## config.mk

```make
export PLATFORM = sky130hd
export DESIGN_NAME = async_serial_tx_rx_core
export DESIGN_NICKNAME = d
export VERILOG_FILES = /design/src/design/uart_pkg.sv /design/src/design/async_serial_tx_rx_core.sv
export VERILOG_INCLUDE_DIRS = /design/src /design/src/design
export SDC_FILE = /design/constraint.sdc
export NUM_CORES = 1
export LEC_CHECK = 0
export ABC_AREA = 0
export BUFFER_PORTS_ARGS = -buffer_cell sky130_fd_sc_hd__buf_2
export CORE_MARGIN = 4
export CORE_UTILIZATION = 25
export CTS_CLUSTER_DIAMETER = 30
export DETAILED_ROUTE_END_ITERATION = 6
export SETUP_SLACK_MARGIN = 0.3
export SYNTH_ARGS = -nofsm -noshare
export SYNTH_HDL_FRONTEND = slang
export SYNTH_SLANG_ARGS = --single-unit
```

## constraint.sdc

```tcl
create_clock -name clk -period 4.1 [get_ports clk]
set_clock_uncertainty 0.1 [all_clocks]
set_input_delay 0.82 -clock clk [delete_from_list [all_inputs] [get_ports clk]]
set_output_delay 0.82 -clock clk [all_outputs]
set_load 0.01 [all_outputs]
```

## src/design/uart_cfg.svh

```systemverilog
// Offsets, field positions, reset values and counts of the serial core
`ifndef UART_CFG_SVH
`define UART_CFG_SVH
`define ADDR_BAUD_HIGH 3'h0
`define ADDR_BAUD_LOW 3'h1
`define ADDR_CTRL_ONE 3'h2
`define ADDR_CTRL_TWO 3'h3
`define ADDR_STAT_ONE 3'h4
`define ADDR_STAT_TWO 3'h5
`define ADDR_DATA_HIGH 3'h6
`define ADDR_DATA_LOW 3'h7
`define C1_LONG_CHAR 4
`define C1_LONG_BREAK 2
`define C1_PAR_EN 1
`define C1_PAR_ODD 0
`define C2_TX_IRQ_EN 7
`define C2_RX_IRQ_EN 5
`define C2_TX_ON 3
`define C2_SEND_BREAK 0
`define DH_RX_NINTH 7
`define DH_TX_NINTH 6
`define CTRL_RESET 8'h00
`define BAUD_RESET 13'h0000
`define LEN_SHORT 4'ha
`define LEN_LONG 4'hb
`define BRK_SHORT 4'hd
`define BRK_LONG 4'he
`define DATA_SHORT 4'h8
`define DATA_LONG 4'h9
`define TX_LOAD_PH 4'h8
`define LAST_PH 4'hf
`define RT_PH3 4'h2
`define RT_PH5 4'h4
`define RT_PH7 4'h6
`define RT_PH8 4'h7
`define RT_PH9 4'h8
`define RT_PH10 4'h9
`define START_HIST 4'he
`define IDLE_SHORT 8'h9f
`define IDLE_LONG 8'haf
`endif

```

## src/design/uart_pkg.sv

```systemverilog
// Types shared by the serial core
package uart_pkg;
  typedef enum logic [1:0] {
    rx_hunt = 2'b01,
    rx_run = 2'b10
  } rx_state_t;
  typedef struct packed {
    logic tx_buffer_empty_flag;
    logic tc;
    logic rx_full_flag;
    logic nf;
    logic fe;
    logic pf;
  } status_flags_t;
  typedef struct packed {
    logic [2:0] addr;
    logic [7:0] wdata;
    logic wr;
    logic rd;
  } reg_req_t;
endpackage : uart_pkg

```

## src/design/async_serial_tx_rx_core.sv

```systemverilog
// Full-duplex asynchronous serial transmitter and receiver core
// Behaviour
// - Length bit selects 8 or 9 bit characters
// - Frame loads start 0 low, stop 1 high
// - Transfer to shifter sets empty flag, irq
// - Next load at nine sixteenths of stop
// - Enable rise sends 10 or 11 ones first
// - Optional odd/even parity replaces character msb
// - Output idles high when no frame
// - Disable mid-frame finishes frame, then release pin
// - Disable-enable mid-frame queues one idle character
// - Empty flag resets set; write clears it
// - Send-break keeps loading all-zero break characters
// - Break end followed by at least one 1
// - Zero data and zero stop means break
// - Break sets framing error, full, clears data
// - Idle character all ones, length follows mode
// - Complete frame fills buffer, sets full, irq
// - Receiver samples at sixteen times baud
// - Resync after start and one-to-zero bit change
// - Start search: zero after three ones
// - Start verify at phases 3,5,7
// - Zero divisor stops generator; low write commits
// - Pattern with a single 1 (001, 010, 100) verifies noisy; two or more 1s reject, restart
// - Majority of phases 8-10; zero stop frames
// - Break 10/11 or 13/14 bits by select
//
// The register addresses and the strobed register port were left to the implementer.
`include "uart_cfg.svh"
`timescale 1ns/1ps
`default_nettype none
module async_serial_tx_rx_core (
  input wire logic clk,
  input wire logic nrst,
  input wire uart_pkg::reg_req_t bus_req,
  output logic [7:0] rd_data,
  input wire logic rxd,
  output logic txd,
  output logic txd_oe_n,
  output logic tx_irq,
  output logic rx_irq
);

  function automatic logic hit(input logic [2:0] a, input logic [2:0] off);
    hit = a == off;
  endfunction : hit

  function automatic logic par(input logic [7:0] d, input logic odd);
    par = (^d) ^ odd;
  endfunction : par

  function automatic logic maj3(input logic [2:0] v);
    maj3 = (v[0] & v[1]) | (v[0] & v[2]) | (v[1] & v[2]);
  endfunction : maj3

  // ****************************************
  // Register file
  // ****************************************
  logic [4:0] baud_high_reg;
  logic [12:0] divisor;
  logic [7:0] control_one_reg;
  logic [7:0] control_two_reg;
  logic tx_ninth_bit;
  logic [7:0] data_low_reg;
  logic rx_ninth_bit;
  logic [7:0] rx_buf;
  uart_pkg::status_flags_t flags;
  logic rx_active_flag;

  wire wr_baud_high = bus_req.wr && hit(bus_req.addr, `ADDR_BAUD_HIGH);
  wire wr_baud_low = bus_req.wr && hit(bus_req.addr, `ADDR_BAUD_LOW);
  wire wr_ctrl_one = bus_req.wr && hit(bus_req.addr, `ADDR_CTRL_ONE);
  wire wr_ctrl_two = bus_req.wr && hit(bus_req.addr, `ADDR_CTRL_TWO);
  wire wr_data_high = bus_req.wr && hit(bus_req.addr, `ADDR_DATA_HIGH);
  wire wr_data_low = bus_req.wr && hit(bus_req.addr, `ADDR_DATA_LOW);
  wire rd_data_low = bus_req.rd && hit(bus_req.addr, `ADDR_DATA_LOW);

  wire long_char = control_one_reg[`C1_LONG_CHAR];
  wire long_break_sel = control_one_reg[`C1_LONG_BREAK];
  wire par_en = control_one_reg[`C1_PAR_EN];
  wire par_odd = control_one_reg[`C1_PAR_ODD];
  wire tx_empty_irq_en = control_two_reg[`C2_TX_IRQ_EN];
  wire rx_full_irq_en = control_two_reg[`C2_RX_IRQ_EN];
  wire tx_on = control_two_reg[`C2_TX_ON];
  wire send_break_ctl = control_two_reg[`C2_SEND_BREAK];
  wire tx_on_rise = wr_ctrl_two && bus_req.wdata[`C2_TX_ON] && !tx_on;

  wire [7:0] stat_one = {flags.tx_buffer_empty_flag, flags.tc, flags.rx_full_flag, 2'b00,
                         flags.nf, flags.fe, flags.pf};
  wire [7:0] data_high = {rx_ninth_bit, tx_ninth_bit, 6'h00};
  wire [7:0] rd_mux =
    hit(bus_req.addr, `ADDR_BAUD_HIGH) ? {3'h0, baud_high_reg} :
    hit(bus_req.addr, `ADDR_BAUD_LOW) ? divisor[7:0] :
    hit(bus_req.addr, `ADDR_CTRL_ONE) ? control_one_reg :
    hit(bus_req.addr, `ADDR_CTRL_TWO) ? control_two_reg :
    hit(bus_req.addr, `ADDR_STAT_ONE) ? stat_one :
    hit(bus_req.addr, `ADDR_STAT_TWO) ? {7'h00, rx_active_flag} :
    hit(bus_req.addr, `ADDR_DATA_HIGH) ? data_high :
    rx_buf;

  always_ff @(posedge clk) begin
    if (!nrst) begin
      baud_high_reg <= 5'h00;
      divisor <= `BAUD_RESET;
      control_one_reg <= `CTRL_RESET;
      control_two_reg <= `CTRL_RESET;
      tx_ninth_bit <= 1'b0;
      data_low_reg <= 8'h00;
      rd_data <= 8'h00;
    end else begin
      if (wr_baud_high) begin
        baud_high_reg <= bus_req.wdata[4:0];
      end
      if (wr_baud_low) begin
        divisor <= {baud_high_reg, bus_req.wdata};
      end
      if (wr_ctrl_one) begin
        control_one_reg <= bus_req.wdata;
      end
      if (wr_ctrl_two) begin
        control_two_reg <= bus_req.wdata;
      end
      if (wr_data_high) begin
        tx_ninth_bit <= bus_req.wdata[`DH_TX_NINTH];
      end
      if (wr_data_low) begin
        data_low_reg <= bus_req.wdata;
      end
      rd_data <= bus_req.rd ? rd_mux : 8'h00;
    end
  end

  // ****************************************
  // Baud generator
  // ****************************************
  logic [12:0] baud_cnt;
  logic sample_tick;

  always_ff @(posedge clk) begin
    if (!nrst) begin
      baud_cnt <= 13'h0000;
      sample_tick <= 1'b0;
    end else if (divisor == 13'h0000) begin
      baud_cnt <= 13'h0000;
      sample_tick <= 1'b0;
    end else if (baud_cnt >= divisor - 13'h0001) begin
      baud_cnt <= 13'h0000;
      sample_tick <= 1'b1;
    end else begin
      baud_cnt <= baud_cnt + 13'h0001;
      sample_tick <= 1'b0;
    end
  end

  // ****************************************
  // Transmitter
  // ****************************************
  logic [3:0] tx_phase;
  logic [13:0] tx_sr;
  logic [3:0] tx_left;
  logic tx_active;
  logic pre_pend;
  logic brk_tail;

  wire tx_bound = sample_tick && tx_phase == `LAST_PH;
  wire tx_check = sample_tick && tx_phase == `TX_LOAD_PH &&
                  tx_left == 4'h0 && tx_on;
  wire ld_pre = tx_check && pre_pend;
  wire ld_brk = tx_check && !pre_pend && send_break_ctl;
  wire ld_tail = tx_check && !pre_pend && !send_break_ctl && brk_tail;
  wire ld_data = tx_check && !pre_pend && !send_break_ctl && !brk_tail &&
                 !flags.tx_buffer_empty_flag;
  wire ld_any = ld_pre || ld_brk || ld_tail || ld_data;
  wire tx_done_evt = tx_bound && tx_left == 4'h0;
  wire [3:0] len_char = long_char ? `LEN_LONG : `LEN_SHORT;
  wire [3:0] len_brk = long_break_sel ?
    (long_char ? `BRK_LONG : `BRK_SHORT) : len_char;
  wire bit7_out = par_en ? par({1'b0, data_low_reg[6:0]}, par_odd) :
                  data_low_reg[7];
  wire bit8_out = par_en ? par(data_low_reg, par_odd) : tx_ninth_bit;
  wire [13:0] tx_frame = long_char ?
    {3'h0, 1'b1, bit8_out, data_low_reg, 1'b0} :
    {4'h0, 1'b1, bit7_out, data_low_reg[6:0], 1'b0};

  always_ff @(posedge clk) begin
    if (!nrst) begin
      tx_phase <= 4'h0;
      tx_sr <= 14'h3fff;
      tx_left <= 4'h0;
      tx_active <= 1'b0;
      txd <= 1'b1;
      txd_oe_n <= 1'b1;
      pre_pend <= 1'b0;
      brk_tail <= 1'b0;
    end else begin
      if (sample_tick) begin
        tx_phase <= tx_phase + 4'h1;
      end
      if (tx_bound) begin
        if (tx_left != 4'h0) begin
          txd <= tx_sr[0];
          tx_sr <= {1'b1, tx_sr[13:1]};
          tx_left <= tx_left - 4'h1;
          tx_active <= 1'b1;
        end else begin
          txd <= 1'b1;
          tx_active <= 1'b0;
        end
      end
      if (ld_pre) begin
        tx_sr <= 14'h3fff;
        tx_left <= len_char;
      end
      if (ld_brk) begin
        tx_sr <= 14'h0000;
        tx_left <= len_brk;
      end
      if (ld_tail) begin
        tx_sr <= 14'h3fff;
        tx_left <= 4'h1;
      end
      if (ld_data) begin
        tx_sr <= tx_frame;
        tx_left <= len_char;
      end
      if (ld_pre) begin
        pre_pend <= 1'b0;
      end
      if (tx_on_rise) begin
        pre_pend <= 1'b1;
      end
      if (ld_brk) begin
        brk_tail <= 1'b1;
      end else if (ld_tail) begin
        brk_tail <= 1'b0;
      end
      txd_oe_n <= !(tx_on || tx_active || tx_left != 4'h0);
    end
  end

  // ****************************************
  // Receiver
  // ****************************************
  uart_pkg::rx_state_t rx_state;
  logic [2:0] hist;
  logic [3:0] rt;
  logic [3:0] rx_idx;
  logic [1:0] vote;
  logic [8:0] rx_sr;
  logic prev_bit;
  logic last_s;
  logic rx_noise;
  logic [7:0] idle_cnt;

  wire running = rx_state == uart_pkg::rx_run;
  wire hunting = rx_state == uart_pkg::rx_hunt;
  wire [2:0] votes = {vote, rxd};
  wire bit_val = maj3(votes);
  wire bit_noisy = votes != 3'b000 && votes != 3'b111;
  wire [3:0] n_data = long_char ? `DATA_LONG : `DATA_SHORT;
  wire start_seen = sample_tick && hunting &&
                    {hist, rxd} == `START_HIST;
  wire at_verify = sample_tick && running && rx_idx == 4'h0 &&
                   rt == `RT_PH7;
  wire at_decide = sample_tick && running && rx_idx != 4'h0 &&
                   rt == `RT_PH10;
  wire stop_done = at_decide && rx_idx == n_data + 4'h1;
  wire resync = sample_tick && running && rx_idx != 4'h0 && prev_bit &&
                rt < `RT_PH8 && last_s && !rxd;
  wire take_vote = rt == `RT_PH3 || rt == `RT_PH5 || rt == `RT_PH8 ||
                   rt == `RT_PH9;
  wire [8:0] rx_char = long_char ? rx_sr : {1'b0, rx_sr[8:1]};
  wire is_break = !bit_val && rx_char == 9'h000;
  wire par_err = par_en && (long_char ?
    par(rx_char[7:0], par_odd) != rx_char[8] :
    par({1'b0, rx_char[6:0]}, par_odd) != rx_char[7]);
  wire [7:0] idle_last = long_char ? `IDLE_LONG : `IDLE_SHORT;
  wire raf_clear = sample_tick && hunting && rxd && idle_cnt == idle_last;

  always_ff @(posedge clk) begin
    if (!nrst) begin
      rx_state <= uart_pkg::rx_hunt;
      hist <= 3'h0;
      rt <= 4'h0;
      rx_idx <= 4'h0;
      vote <= 2'h0;
      rx_sr <= 9'h000;
      prev_bit <= 1'b0;
      last_s <= 1'b1;
      rx_noise <= 1'b0;
      idle_cnt <= 8'h00;
    end else if (sample_tick) begin
      last_s <= rxd;
      if (hunting && rxd && idle_cnt != idle_last) begin
        idle_cnt <= idle_cnt + 8'h01;
      end else if (!hunting || !rxd) begin
        idle_cnt <= 8'h00;
      end
      case (rx_state)
        uart_pkg::rx_hunt: begin
          hist <= {hist[1:0], rxd};
          if (start_seen) begin
            rx_state <= uart_pkg::rx_run;
            rt <= 4'h1;
            rx_idx <= 4'h0;
            rx_noise <= 1'b0;
            prev_bit <= 1'b0;
          end
        end
        uart_pkg::rx_run: begin
          rt <= rt + 4'h1;
          if (rt == `LAST_PH) begin
            rx_idx <= rx_idx + 4'h1;
          end
          if (take_vote) begin
            vote <= {vote[0], rxd};
          end
          if (at_verify) begin
            if (bit_val) begin
              rx_state <= uart_pkg::rx_hunt;
              hist <= 3'h0;
            end else begin
              rx_noise <= bit_noisy;
            end
          end
          if (at_decide) begin
            rx_noise <= rx_noise || bit_noisy;
            prev_bit <= bit_val;
            if (stop_done) begin
              rx_state <= uart_pkg::rx_hunt;
              hist <= 3'h0;
            end else begin
              rx_sr <= {bit_val, rx_sr[8:1]};
            end
          end
          if (resync) begin
            rt <= 4'h1;
          end
        end
        default: begin
          rx_state <= uart_pkg::rx_hunt;
        end
      endcase
    end
  end

  // ****************************************
  // Flags, receive buffer, requests
  // ****************************************
  always_ff @(posedge clk) begin
    if (!nrst) begin
      flags <= '{tx_buffer_empty_flag: 1'b1, tc: 1'b1, default: 1'b0};
      rx_active_flag <= 1'b0;
      rx_buf <= 8'h00;
      rx_ninth_bit <= 1'b0;
      tx_irq <= 1'b0;
      rx_irq <= 1'b0;
    end else begin
      if (wr_data_low) begin
        flags.tx_buffer_empty_flag <= 1'b0;
      end
      if (ld_data) begin
        flags.tx_buffer_empty_flag <= 1'b1;
      end
      if (tx_done_evt) begin
        flags.tc <= 1'b1;
      end
      if (ld_any) begin
        flags.tc <= 1'b0;
      end
      if (rd_data_low) begin
        flags.rx_full_flag <= 1'b0;
        flags.nf <= 1'b0;
        flags.fe <= 1'b0;
        flags.pf <= 1'b0;
      end
      if (stop_done) begin
        flags.rx_full_flag <= 1'b1;
        flags.fe <= !bit_val;
        flags.nf <= rx_noise || bit_noisy;
        flags.pf <= par_err;
        rx_buf <= is_break ? 8'h00 : rx_char[7:0];
        rx_ninth_bit <= is_break ? 1'b0 : rx_char[8];
      end
      if (raf_clear) begin
        rx_active_flag <= 1'b0;
      end
      if (start_seen) begin
        rx_active_flag <= 1'b1;
      end
      tx_irq <= flags.tx_buffer_empty_flag && tx_empty_irq_en;
      rx_irq <= flags.rx_full_flag && rx_full_irq_en;
    end
  end

endmodule : async_serial_tx_rx_core
`default_nettype wire

```

==> implementation parameters, run 1 <==
Parameter                              Value

Clocking
  Clk pin slew, worst setup/hold paths ... approximately 0.06 ns
  Clock tree from TritonCTS ... built
  Setup repair bufs after CTS ... 0
  Root Buffer Master ... clkbuf_16
  Resized cells post-CTS ... 0
  Number of buffers added by the clock tree synthesis step ... 17
  Number of hold-repair buffers added at the cts stage ... 0
  Clock latency on the worst-skew pair ... between 0.4 and 0.5 ns
  H-tree levels ... 4
  Buffer depth of the longest clock path ... 2
  Clk sinks ... around 150

Cells and area
  Number of filler cells placed in the layout ... 3122
  Most common library cell in the layout ignoring fill and taps ... dfxtp_1
  Nets ... 940
  Most frequent cells in the layout ... dfxtp_1 (145), nand2_1 (141), nor2_1 (54)
  Area Overhead vs Synth ... 14.6%
  Diode insertion count for antenna repair ... 0
  Register containing the most flip-flops in the final layout ... tx_sr
  Top flop regs ... tx_sr x14, baud_cnt x13, divisor x13
  Non-filler instance count after layout ... ~1300
  Flip-flop count of the largest register, all copies and words added ... 14
  Ratio of cells with drive above 1 in the final layout ... under 10%

Critical path
  Crit path launch type ... flip-flop
  Critical Path Sink ... baud_cnt[3]
  Critical path depth in cells ... 10
  Data required, critical path ... between 4 and 5 ns
  Worst path cell trace ... or4_1 > nor3_2 > nand2_1 > nor4_1 > xnor2_1 > ha_1 > and3_1 > a221oi_1 > nand3_1 > nor3_1
  Category of the worst setup path capture point ... flip-flop
  Data arrival time of the critical path ... approximately 3.7 ns
  Endpoint of the lowest-slack register-to-register path ... baud_cnt[3]
  Kind of cell adding the most delay to the critical path ... simple AND/OR/NAND/NOR gates
  Highest cell delay on the worst timing path ... ~0.61 ns
  Worst setup path category ... reg2reg
  WP buf/inv ... 0
  Critical path fanouts, max ... 13
  Cell with the biggest individual delay on the critical path ... or4_1
  Register-to-register path setup slack ... between 0.6 and 0.7 ns
  Crit path launch ... divisor[2]
  FF-to-FF path depth ... 10
  Reg-to-Reg Start ... divisor[2]

STA
  Final total negative setup slack ... 0 ns
  Number of hold violations in the final report ... 0
  Final Max Slew Viols ... 0
  Tmin final ... between 3 and 4 ns
  Relative slew slack ... a little over a quarter
  Final setup fails ... 0
  Hold_ws ... 0.358 ns
  Worst Tran Pin Value ... ~1.1 ns
  Setup repair after global routing missed its margin ... false
  Period Utilization, post-route ... between 80 and 90%
  FMAX ... between 200 and 300 MHz

Pwr
  Net switching component of the power ... 749 uW
  Power per Cell Area ... just under 400 nW/um^2
  Net switching fraction of the power ... around 22%
  Portion of total power attributed to combinational logic ... approximately 5.2%
  P_leak ... 0.00322 uW
  Sequential cell fraction of total power ... a little over two fifths
  Fraction of power consumed by the clock network ... around 52%
  Internal Power ... ~2600 uW
  Max IR drop VDD ... 0.251 mV

Floorplan
  Number of I/O pins ... 28
  Die X-Extent ... 182 microns
  Core Rows ... 63
  Die boundary height ... between 150 and 200 microns
  Core Box Area ... between 20000 and 30000 sq um
  Overall die area ... 33100 sq um
  Starting density of the core ... roughly a quarter

Drt
  DR vias ... 6123
  Remaining routing DRC violations ... 0
  Number of iterations in the first detailed-routing pass ... 5
  Number of vias per cell after detailed routing ... approximately 4.7
  Remaining number of nets flagged by the antenna check after routing ... 0
  Routed wire per std cell ... 13.9 microns
  Final Routed Wirelength ... 17900 microns
  DR iter-0 viols ... 379

Logic synthesis
  Leading register cell type out of synthesis ... dfxtp_1
  Register bit total from synthesis ... ~150
  Fraction of registers with async set or reset after synthesis ... 0%
  Net count after synthesis ... between 900 and 1000
  Netlist area before placement ... ~7600 sq um
  Proportion of synthesized chip area in sequential cells ... about two fifths
  Number of warnings reported in the yosys synthesis log ... 0
  Number of cells produced by synthesis ... approximately 900
  Synthesized area divided by synthesized cell count ... roughly 8.5 sq um
  Distinct cells, synth ... 76
  Post-synth EDFFs ... 0

Global routing
  First-pass GRT wire length ... 29900 microns
  Overall fraction of global-route tracks in use ... between 10% and 20%
  Via count of the first global-routing pass ... 5805
  Number of antenna violations at the first check in global routing ... 1
  GRT Residual Overflow ... 0
  Maximum number of pins on one net before global-route repair ... 70

Worst hold path
  Type of the worst min-delay path ... reg2reg

Run
  Max-capacitance violation count ... 0

Placed design
  Cell count after placement ... between 1000 and 1500
  Number of buffers inserted by port buffering ... 27
  Final weighted congestion in routability-driven placement ... approximately 0.79
  Detailed placer's ending HPWL ... 12400 microns

Run status
  Run status ... finished, final reports clean
cell families after synthesis:
kind of cell               share of synthesized area, %
adders and majority gates                          5.60
muxes                                              4.98
buffers and inverters                              3.84
xor gates and xnor gates                           5.76
AOI/OAI and AO/OA                                  16.6
and+or+nand+nor                                    24.8
DFF                                                38.4
cells in the mapped netlist (5+ instances only):
cell type	instances	area (sq um)
dfxtp_1	145	2900
nand2_1	141	529
nor2_1	54	203
a21boi_0	46	345
clkbuf_1	36	135
ha_1	33	413
nor2b_1	33	206
mux2i_1	32	320
a21oi_1	31	155
nand3_1	30	150
inv_1	26	97.6
nor3_1	26	130
xor2_1	25	219
o21ai_0	22	110
xnor2_1	22	193
and3_1	16	100
nand4_1	11	68.8
or3_1	11	68.8
and2_1	10	62.6
nand2b_1	9	56.3
a211oi_1	8	60.1
o221ai_1	8	70.1
nand3b_1	5	37.5
nor4_1	5	31.3
o21a_1	5	37.5
cell type report:
class	instances	area, sq um	area share, %
multi-input cells	671	4370	50.4
clock buffers	18	439	5.07
flip-flops and latches	145	2900	33.5
inverters	26	97.6	1.13
well taps	390	488	5.63
clock inverters	13	209	2.41
repair buffers	30	160	1.85
through the flow:
| step | total power (uW) | utilization, % | setup slack [ns] | cell area (sq um) |
|---|---|---|---|---|
| 3_5_place_dp | 1640 | 27.0 | 0.683 | 8010 |
| 5_1_grt | 3450 | 29.1 | 0.450 | 8660 |
| 6_report | 3330 | 29.1 | 0.694 | 8660 |
| 3_3_place_gp | 1640 | 27.0 | 0.773 | 8010 |
| 2_1_floorplan | 1590 | - | 1.12 | 7560 |
| 4_1_cts | 3370 | 29.1 | 0.667 | 8660 |
routing by layer:
metal  vias up  share of wire, %  track usage, %
li1       3133                 -               -
met1      2878                50            15.2
met2        89                44            17.0
met3        23               3.8            2.68
met4         0               1.3            2.64
met5         -                 0               0
power groups by stage:
stage,logic (uW),clock network [uW],registers [uW]
after floorplan,127,0,1460
after global placement,171,0,1470
after detailed placement,172,0,1470
after CTS,173,1760,1440
after global routing,192,1820,1440
final,173,1720,1440
worst register-to-register path, cell delays in order (launching register included):
cell and delay, ns:
dfxtp_1 0.37, or4_1 0.61, nor3_2 0.22, nand2_1 0.11, nor4_1 0.24, xnor2_1 0.16, ha_1 0.26, and3_1 0.19
a221oi_1 0.34, nand3_1 0.42, nor3_1 0.30
how the worst min path moves through the flow:
stage	startpoint	end	slack (ns)	depth (start not counted)
after floorplan	tx_active	txd_oe_n	0.32	1
after global placement	rx_buf[7]	rx_buf[7]	0.35	2
after detailed placement	rx_buf[6]	rx_buf[6]	0.35	2
after CTS	rx_buf[6]	rx_buf[6]	0.36	2
after global routing	rx_buf[7]	rx_buf[7]	0.38	2
final	rx_buf[6]	rx_buf[6]	0.36	2
(Power assumes the default switching activity.)
==> inputs of run 2 (changes only) <==
- clock period: 4.1 -> 3.5 ns (I/O delays scaled with it)
==> implementation parameters, run 2 (synthesis results as in run 1) <==
Parameter                              Value

Critical path
  Critical path fanouts, max ... 13 (unchanged)
  Worst setup path category ... reg2reg
  Category of the worst setup path capture point ... flip-flop
  Data arrival time of the critical path ... 3.24 ns (-0.41 ns)
  Register-to-register path setup slack ... 0.51 ns (-0.19 ns)
  Endpoint of the lowest-slack register-to-register path ... baud_cnt[1]
  Reg-to-Reg Start ... divisor[2]
  Critical path depth in cells ... 11 (+1)
  FF-to-FF path depth ... 11 (+1)
  Data required, critical path ... 3.74 ns (-0.60 ns)
  Worst path cell trace ... or4_4 > nor3_4 > nand2_1 > nor4_2 > xnor2_1 > ha_1 > and3_1 > a221oi_2 > nand3_1 > buf_4 > nor3b_1
  Kind of cell adding the most delay to the critical path ... simple AND/OR/NAND/NOR gates
  Highest cell delay on the worst timing path ... 0.58 ns (-0.03 ns)
  WP buf/inv ... 1 (+1)
  Cell with the biggest individual delay on the critical path ... or4_4
  Crit path launch type ... flip-flop

STA
  Number of hold violations in the final report ... 0 (unchanged)
  Worst Tran Pin Value ... 0.992 ns (-0.114 ns)
  Final total negative setup slack ... 0 ns (unchanged)
  Relative slew slack ... 33.8% (+7.5 points)
  Final Max Slew Viols ... 0 (unchanged)
  Setup repair after global routing missed its margin ... true
  Period Utilization, post-route ... 85.6% (+2.5 points)
  Tmin final ... 2.99 ns (-0.412 ns)
  Final setup fails ... 0 (unchanged)
  FMAX ... 334 MHz (+14%)

Run
  Max-capacitance violation count ... 0 (unchanged)

Worst hold path
  Hold-critical path depth ... 2 (unchanged)
  Type of the worst min-delay path ... reg2reg
  Terminating pin of the worst hold path ... rx_buf[7]
  Startpoint of the tightest hold check path ... rx_buf[7]

Floorplan
  Overall die area ... 33100 sq um (unchanged)
  Die X-Extent ... 182 microns (unchanged)
  Number of I/O pins ... 28 (unchanged)
  Starting density of the core ... 25.4% (unchanged)
  Die boundary height ... 182 microns (unchanged)
  Core Rows ... 63 (unchanged)
  Core Box Area ... 29700 sq um (unchanged)

Cells and area
  Final cell utilization of the core ... 29.4% (+0.24 points)
  Nets ... 944 (+0.43%)
  Register containing the most flip-flops in the final layout ... tx_sr
  Most frequent cells in the layout ... dfxtp_1 (145), nand2_1 (141), nor2_1 (54)
  Most common library cell in the layout ignoring fill and taps ... dfxtp_1
  Ratio of cells with drive above 1 in the final layout ... 9.58% (+0.61 points)
  Diode insertion count for antenna repair ... 0 (unchanged)
  Non-filler instance count after layout ... 1298 (+0.39%)
  Top flop regs ... tx_sr x14, baud_cnt x13, divisor x13
  Flip-flop count of the largest register, all copies and words added ... 14 (unchanged)
  Area Overhead vs Synth ... 15.5%

Drt
  Remaining number of nets flagged by the antenna check after routing ... 0 (unchanged)
  Number of vias per cell after detailed routing ... 4.73 (-0.12%)
  DR vias ... 6139 (+0.26%)
  Remaining routing DRC violations ... 0 (unchanged)
  Final Routed Wirelength ... 18200 microns (+1.7%)
  Routed wire per std cell ... 14.1 microns (+1.3%)
  DR iter-0 viols ... 515 (+36%)
  Number of iterations in the first detailed-routing pass ... 4 (-1)

Pwr
  P_leak ... 0.00326 uW (+1.1%)
  Power, Total ... 3930 uW (+18%)
  Max IR drop VDD ... 0.318 mV (+27%)
  Power per Cell Area ... 450 nW/um^2 (+17%)

Global routing
  Overall fraction of global-route tracks in use ... 10.8% (-0.11 points)
  Met2 Track Usage GR ... 16.7% (-0.22 points)
  GRT Residual Overflow ... 0 (unchanged)
  First-pass GRT wire length ... 29500 microns (-1.4%)
  Maximum number of pins on one net before global-route repair ... 56 (-20%)
  Grt met3 use ... 2.26% (-0.42 points)
  Via count of the first global-routing pass ... 5652 (-2.6%)
  Number of antenna violations at the first check in global routing ... 0 (-1)
  Gr busiest metal ... met2
  Met1 track demand over resource in global routing ... 15.2% (+0.032 points)

Clocking
  Root Buffer Master ... clkbuf_16
  H-tree levels ... 4 (unchanged)
  Number of hold-repair buffers added at the cts stage ... 0 (unchanged)
  Buffer depth of the longest clock path ... 2 (unchanged)
  Clk sinks ... 145 (unchanged)
  Clk pin slew, worst setup/hold paths ... 0.06 ns (about the same)
  Number of buffers added by the clock tree synthesis step ... 17 (unchanged)
  Clock latency on the worst-skew pair ... 0.42 ns (about the same)
  Clock tree from TritonCTS ... built

Placed design
  Detailed placer's ending HPWL ... 12700 microns (+2.4%)
  Number of buffers inserted by port buffering ... 27 (unchanged)
  Final weighted congestion in routability-driven placement ... 0.806 (+1.5%)
  Cell count after placement ... 1266 (+0.32%)

Run status
  Run status ... finished, final reports clean
[run 2: area by class of cell]
class,instances,area [sq um]
clock buffer,22,474
fill,3108,21000
sequential,145,2900
clock inverter,10,180
multi-input combinational,671,4390
timing repair buffer,34,203
tap,390,488
inverter,26,97.6
[run 2: what timing repair did]
item                       CTS  global route
resized for setup            1             3
setup endpoints to repair    6            13
pin swaps                    0             0
buffers inserted             0             0
[run 2: power breakdown]
part / switching [uW] / total (uW) / internal (uW)
combinational: 127 / 211 / 83.4
sequential: 18.0 / 1680 / 1660
clock: 718 / 2040 / 1320
total: 863 / 3930 / 3070
[run 2: stage by stage]
stage	cell area (sq um)	hold slack [ns]	setup slack, ns
after global routing	8730	0.377	0.251
after CTS	8720	0.355	0.339
after detailed placement	8060	0.348	0.275
final	8730	0.352	0.506
after global placement	8060	0.346	0.380
after floorplan	7560	0.320	0.519
[run 2: worst reg2reg max path: stages (launching register included)]
cell,delay (ns)
dfxtp_1,0.36
or4_4,0.59
nor3_4,0.18
nand2_1,0.12
nor4_2,0.18
xnor2_1,0.15
ha_1,0.27
and3_1,0.22
a221oi_2,0.28
nand3_1,0.11
buf_4,0.19
nor3b_1,0.18
[run 2: worst max-delay path by stage]
| stage | start | endpoint |
|---|---|---|
| after floorplan | divisor[2] | baud_cnt[10] |
| after global placement | divisor[2] | baud_cnt[1] |
| after detailed placement | divisor[2] | baud_cnt[1] |
| after CTS | divisor[2] | baud_cnt[1] |
| after global routing | divisor[2] | baud_cnt[3] |
| final | divisor[2] | baud_cnt[1] |
[run 2: per-layer routing]
layer,vias up,wire (microns)
met5,-,0
met2,98,8150
met1,2904,9210
met4,0,155
met3,11,723
li1,3126,-
==> inputs of run 3 (changes only) <==
- CELL_PAD_IN_SITES_DETAIL_PLACEMENT: default -> 1
- CELL_PAD_IN_SITES_GLOBAL_PLACEMENT: default -> 1
- PLACE_DENSITY_LB_ADDON: default -> 0.1
==> implementation parameters, run 3 (synthesis results as in run 1) <==
Parameter                              Value

Clocking
  Number of buffers added by the clock tree synthesis step ... 17 (unchanged)
  Root Buffer Master ... clkbuf_16
  Clock tree from TritonCTS ... built
  Clk pin slew, worst setup/hold paths ... 0.07 ns (about the same)
  Buffer depth of the longest clock path ... 2 (unchanged)
  Clk sinks ... 145 (unchanged)
  H-tree levels ... 4 (unchanged)
  Clock latency on the worst-skew pair ... 0.43 ns (about the same)

Worst hold path
  Startpoint of the tightest hold check path ... rx_buf[5]
  Type of the worst min-delay path ... reg2reg

Cells and area
  Post-route cell area ... 8750 sq um (+0.19%)
  Nets ... 950 (+0.64%)
  Diode insertion count for antenna repair ... 0 (unchanged)
  Most common library cell in the layout ignoring fill and taps ... dfxtp_1
  Top flop regs ... tx_sr x14, baud_cnt x13, divisor x13
  Ratio of cells with drive above 1 in the final layout ... 11.0% (+1.4 points)
  Most frequent cells in the layout ... dfxtp_1 (145), nand2_1 (140), nor2_1 (54)
  Register containing the most flip-flops in the final layout ... tx_sr
  Flip-flop count of the largest register, all copies and words added ... 14 (unchanged)
  Area Overhead vs Synth ... 15.8%

Drt
  Routed wire per std cell ... 16.9 microns (+20%)
  Number of vias per cell after detailed routing ... 4.74 (+0.25%)
  Number of iterations in the first detailed-routing pass ... 4 (unchanged)
  DR vias ... 6178 (+0.64%)
  DR iter-0 viols ... 253 (-51%)
  Remaining number of nets flagged by the antenna check after routing ... 0 (unchanged)
  Remaining routing DRC violations ... 0 (unchanged)
  Final Routed Wirelength ... 22000 microns (+21%)

Placed design
  Number of buffers inserted by port buffering ... 27 (unchanged)
  Cell area after placement ... 8090 sq um (+0.47%)
  Detailed placer's ending HPWL ... 16000 microns (+25%)
  Final weighted congestion in routability-driven placement ... 0.727 (-9.9%)

Critical path
  Data required, critical path ... 3.70 ns (-0.04 ns)
  Data arrival time of the critical path ... 3.22 ns (-0.02 ns)
  Reg-to-Reg Start ... divisor[3]
  Crit path launch ... divisor[3]
  Highest cell delay on the worst timing path ... 0.56 ns (-0.02 ns)
  Critical path fanouts, max ... 13 (unchanged)
  Category of the worst setup path capture point ... flip-flop
  Worst setup path category ... reg2reg
  Worst path cell trace ... or4_4 > nor3_4 > buf_4 > nand2_1 > xor2_1 > ha_1 > nand4_1 > o31ai_1 > a221oi_2 > nand3_1 > buf_6 > nor3_1
  Cell with the biggest individual delay on the critical path ... or4_4
  Crit path launch type ... flip-flop

Floorplan
  Number of I/O pins ... 28 (unchanged)
  Core Rows ... 63 (unchanged)
  Starting density of the core ... 25.4% (unchanged)
  Overall die area ... 33100 sq um (unchanged)
  Core Box Area ... 29700 sq um (unchanged)
  Die boundary height ... 182 microns (unchanged)
  Die X-Extent ... 182 microns (unchanged)

Pwr
  Fraction of power consumed by the clock network ... 49.6% (-2.2 points)
  Max IR drop VDD ... 0.304 mV (-4.5%)
  Portion of total power attributed to combinational logic ... 6.0% (+0.6 points)
  P_leak ... 0.00327 uW (+0.44%)
  Power per Cell Area ... 433 nW/um^2 (-3.8%)
  Internal Power ... 2830 uW (-7.6%)
  Sequential cell fraction of total power ... 44.4% (+1.6 points)
  Net switching component of the power ... 952 uW (+10%)
  Net switching fraction of the power ... 25.1% (+3.2 points)

Global routing
  Overall fraction of global-route tracks in use ... 13.7% (+2.9 points)
  Met1 track demand over resource in global routing ... 19.2% (+4.0 points)
  First-pass GRT wire length ... 36300 microns (+23%)
  GRT Residual Overflow ... 0 (unchanged)
  Grt met3 use ... 2.54% (+0.28 points)
  Met2 Track Usage GR ... 21.8% (+5.1 points)
  Number of antenna violations at the first check in global routing ... 0 (unchanged)
  Maximum number of pins on one net before global-route repair ... 53 (-5.4%)
  Gr busiest metal ... met2
  Via count of the first global-routing pass ... 6411 (+13%)

STA
  Relative slew slack ... 47.3% (+13 points)
  Final setup fails ... 0 (unchanged)
  Final Max Slew Viols ... 0 (unchanged)
  Worst Tran Pin Value ... 0.781 ns (-0.211 ns)
  Setup repair after global routing missed its margin ... false
  Tmin final ... 3.02 ns (+0.0206 ns)
  Number of hold violations in the final report ... 0 (unchanged)
  FMAX ... 332 MHz (-0.68%)
  Period Utilization, post-route ... 86.1% (+0.59 points)
  Final total negative setup slack ... 0 ns (unchanged)

Run status
  Run status ... finished, final reports clean

Run
  Max-capacitance violation count ... 0 (unchanged)
-- run 3: cell types whose count changed in the layout (fill, tap and decap cells not counted), moves of 2 or more --
| cell | delta |
|---|---|
| inv_6 | +6 |
| nor3_2 | +4 |
| clkbuf_8 | -2 |
| nor3_1 | -4 |
| clkbuf_1 | -2 |
| buf_4 | +5 |
| bufinv_16 | -3 |
-- run 3: worst paths after layout --
kind | endpoint | cells after the start | slack [ns]
max | baud_cnt[9] | 12 | 0.48
min | rx_buf[5] | 2 | 0.36
min reg2reg | rx_buf[5] | 2 | 0.36
max reg2reg | baud_cnt[9] | 12 | 0.48
-- run 3: per-stage QoR --
step           setup WS, ns  utilization, %  hold slack (ns)  total power, uW  cells
6_report              0.485            29.4            0.356             3790   1303
3_5_place_dp          0.276            27.2            0.352             1940   1271
2_1_floorplan         0.519               -            0.320             1860    888
5_1_grt               0.292            29.4            0.382             3970   1303
3_3_place_gp          0.354            27.2            0.347             1940   1271
4_1_cts               0.340            29.3            0.361             3860   1302
-- run 3: cell type report --
cell class / count / area [sq um]
Fill cell: 3477 / 21000
Multi-Input combinational cell: 671 / 4420
Sequential cell: 145 / 2900
Tap cell: 390 / 488
Clock buffer: 18 / 439
Timing Repair Buffer: 40 / 251
Clock inverter: 13 / 150
Inverter: 26 / 97.6
-- run 3: layer usage --
metal | wire length [microns] | share of wire (%)
met5 | 0 | 0
met1 | 11400 | 52
met3 | 488 | 2.2
met4 | 265 | 1.2
met2 | 9800 | 45
-- run 3: power by group through the flow --
stage                     combinational [uW]  clock (uW)  sequential (uW)
after floorplan                          148           0             1710
after global placement                   223           0             1720
after detailed placement                 221           0             1720
after CTS                                224        1960             1680
after global routing                     255        2030             1680
final                                    227        1880             1680
-- run 3: critical path: cells and delay by family (launching register included) --
family,cells,cell delay [ns]
flops,1,0.35
simple gates,6,1.16
fa+ha+maj,1,0.30
buf+inv,2,0.33
xor+xnor,1,0.16
compound gates,2,0.47
-- run 3: timing repair --
action	4_1_cts	5_1_grt
hold buffers	0	0
gates cloned	0	0
setup endpoints to repair	8	13
resized for setup	2	10
pin swaps	0	4
setup buffers	0	1
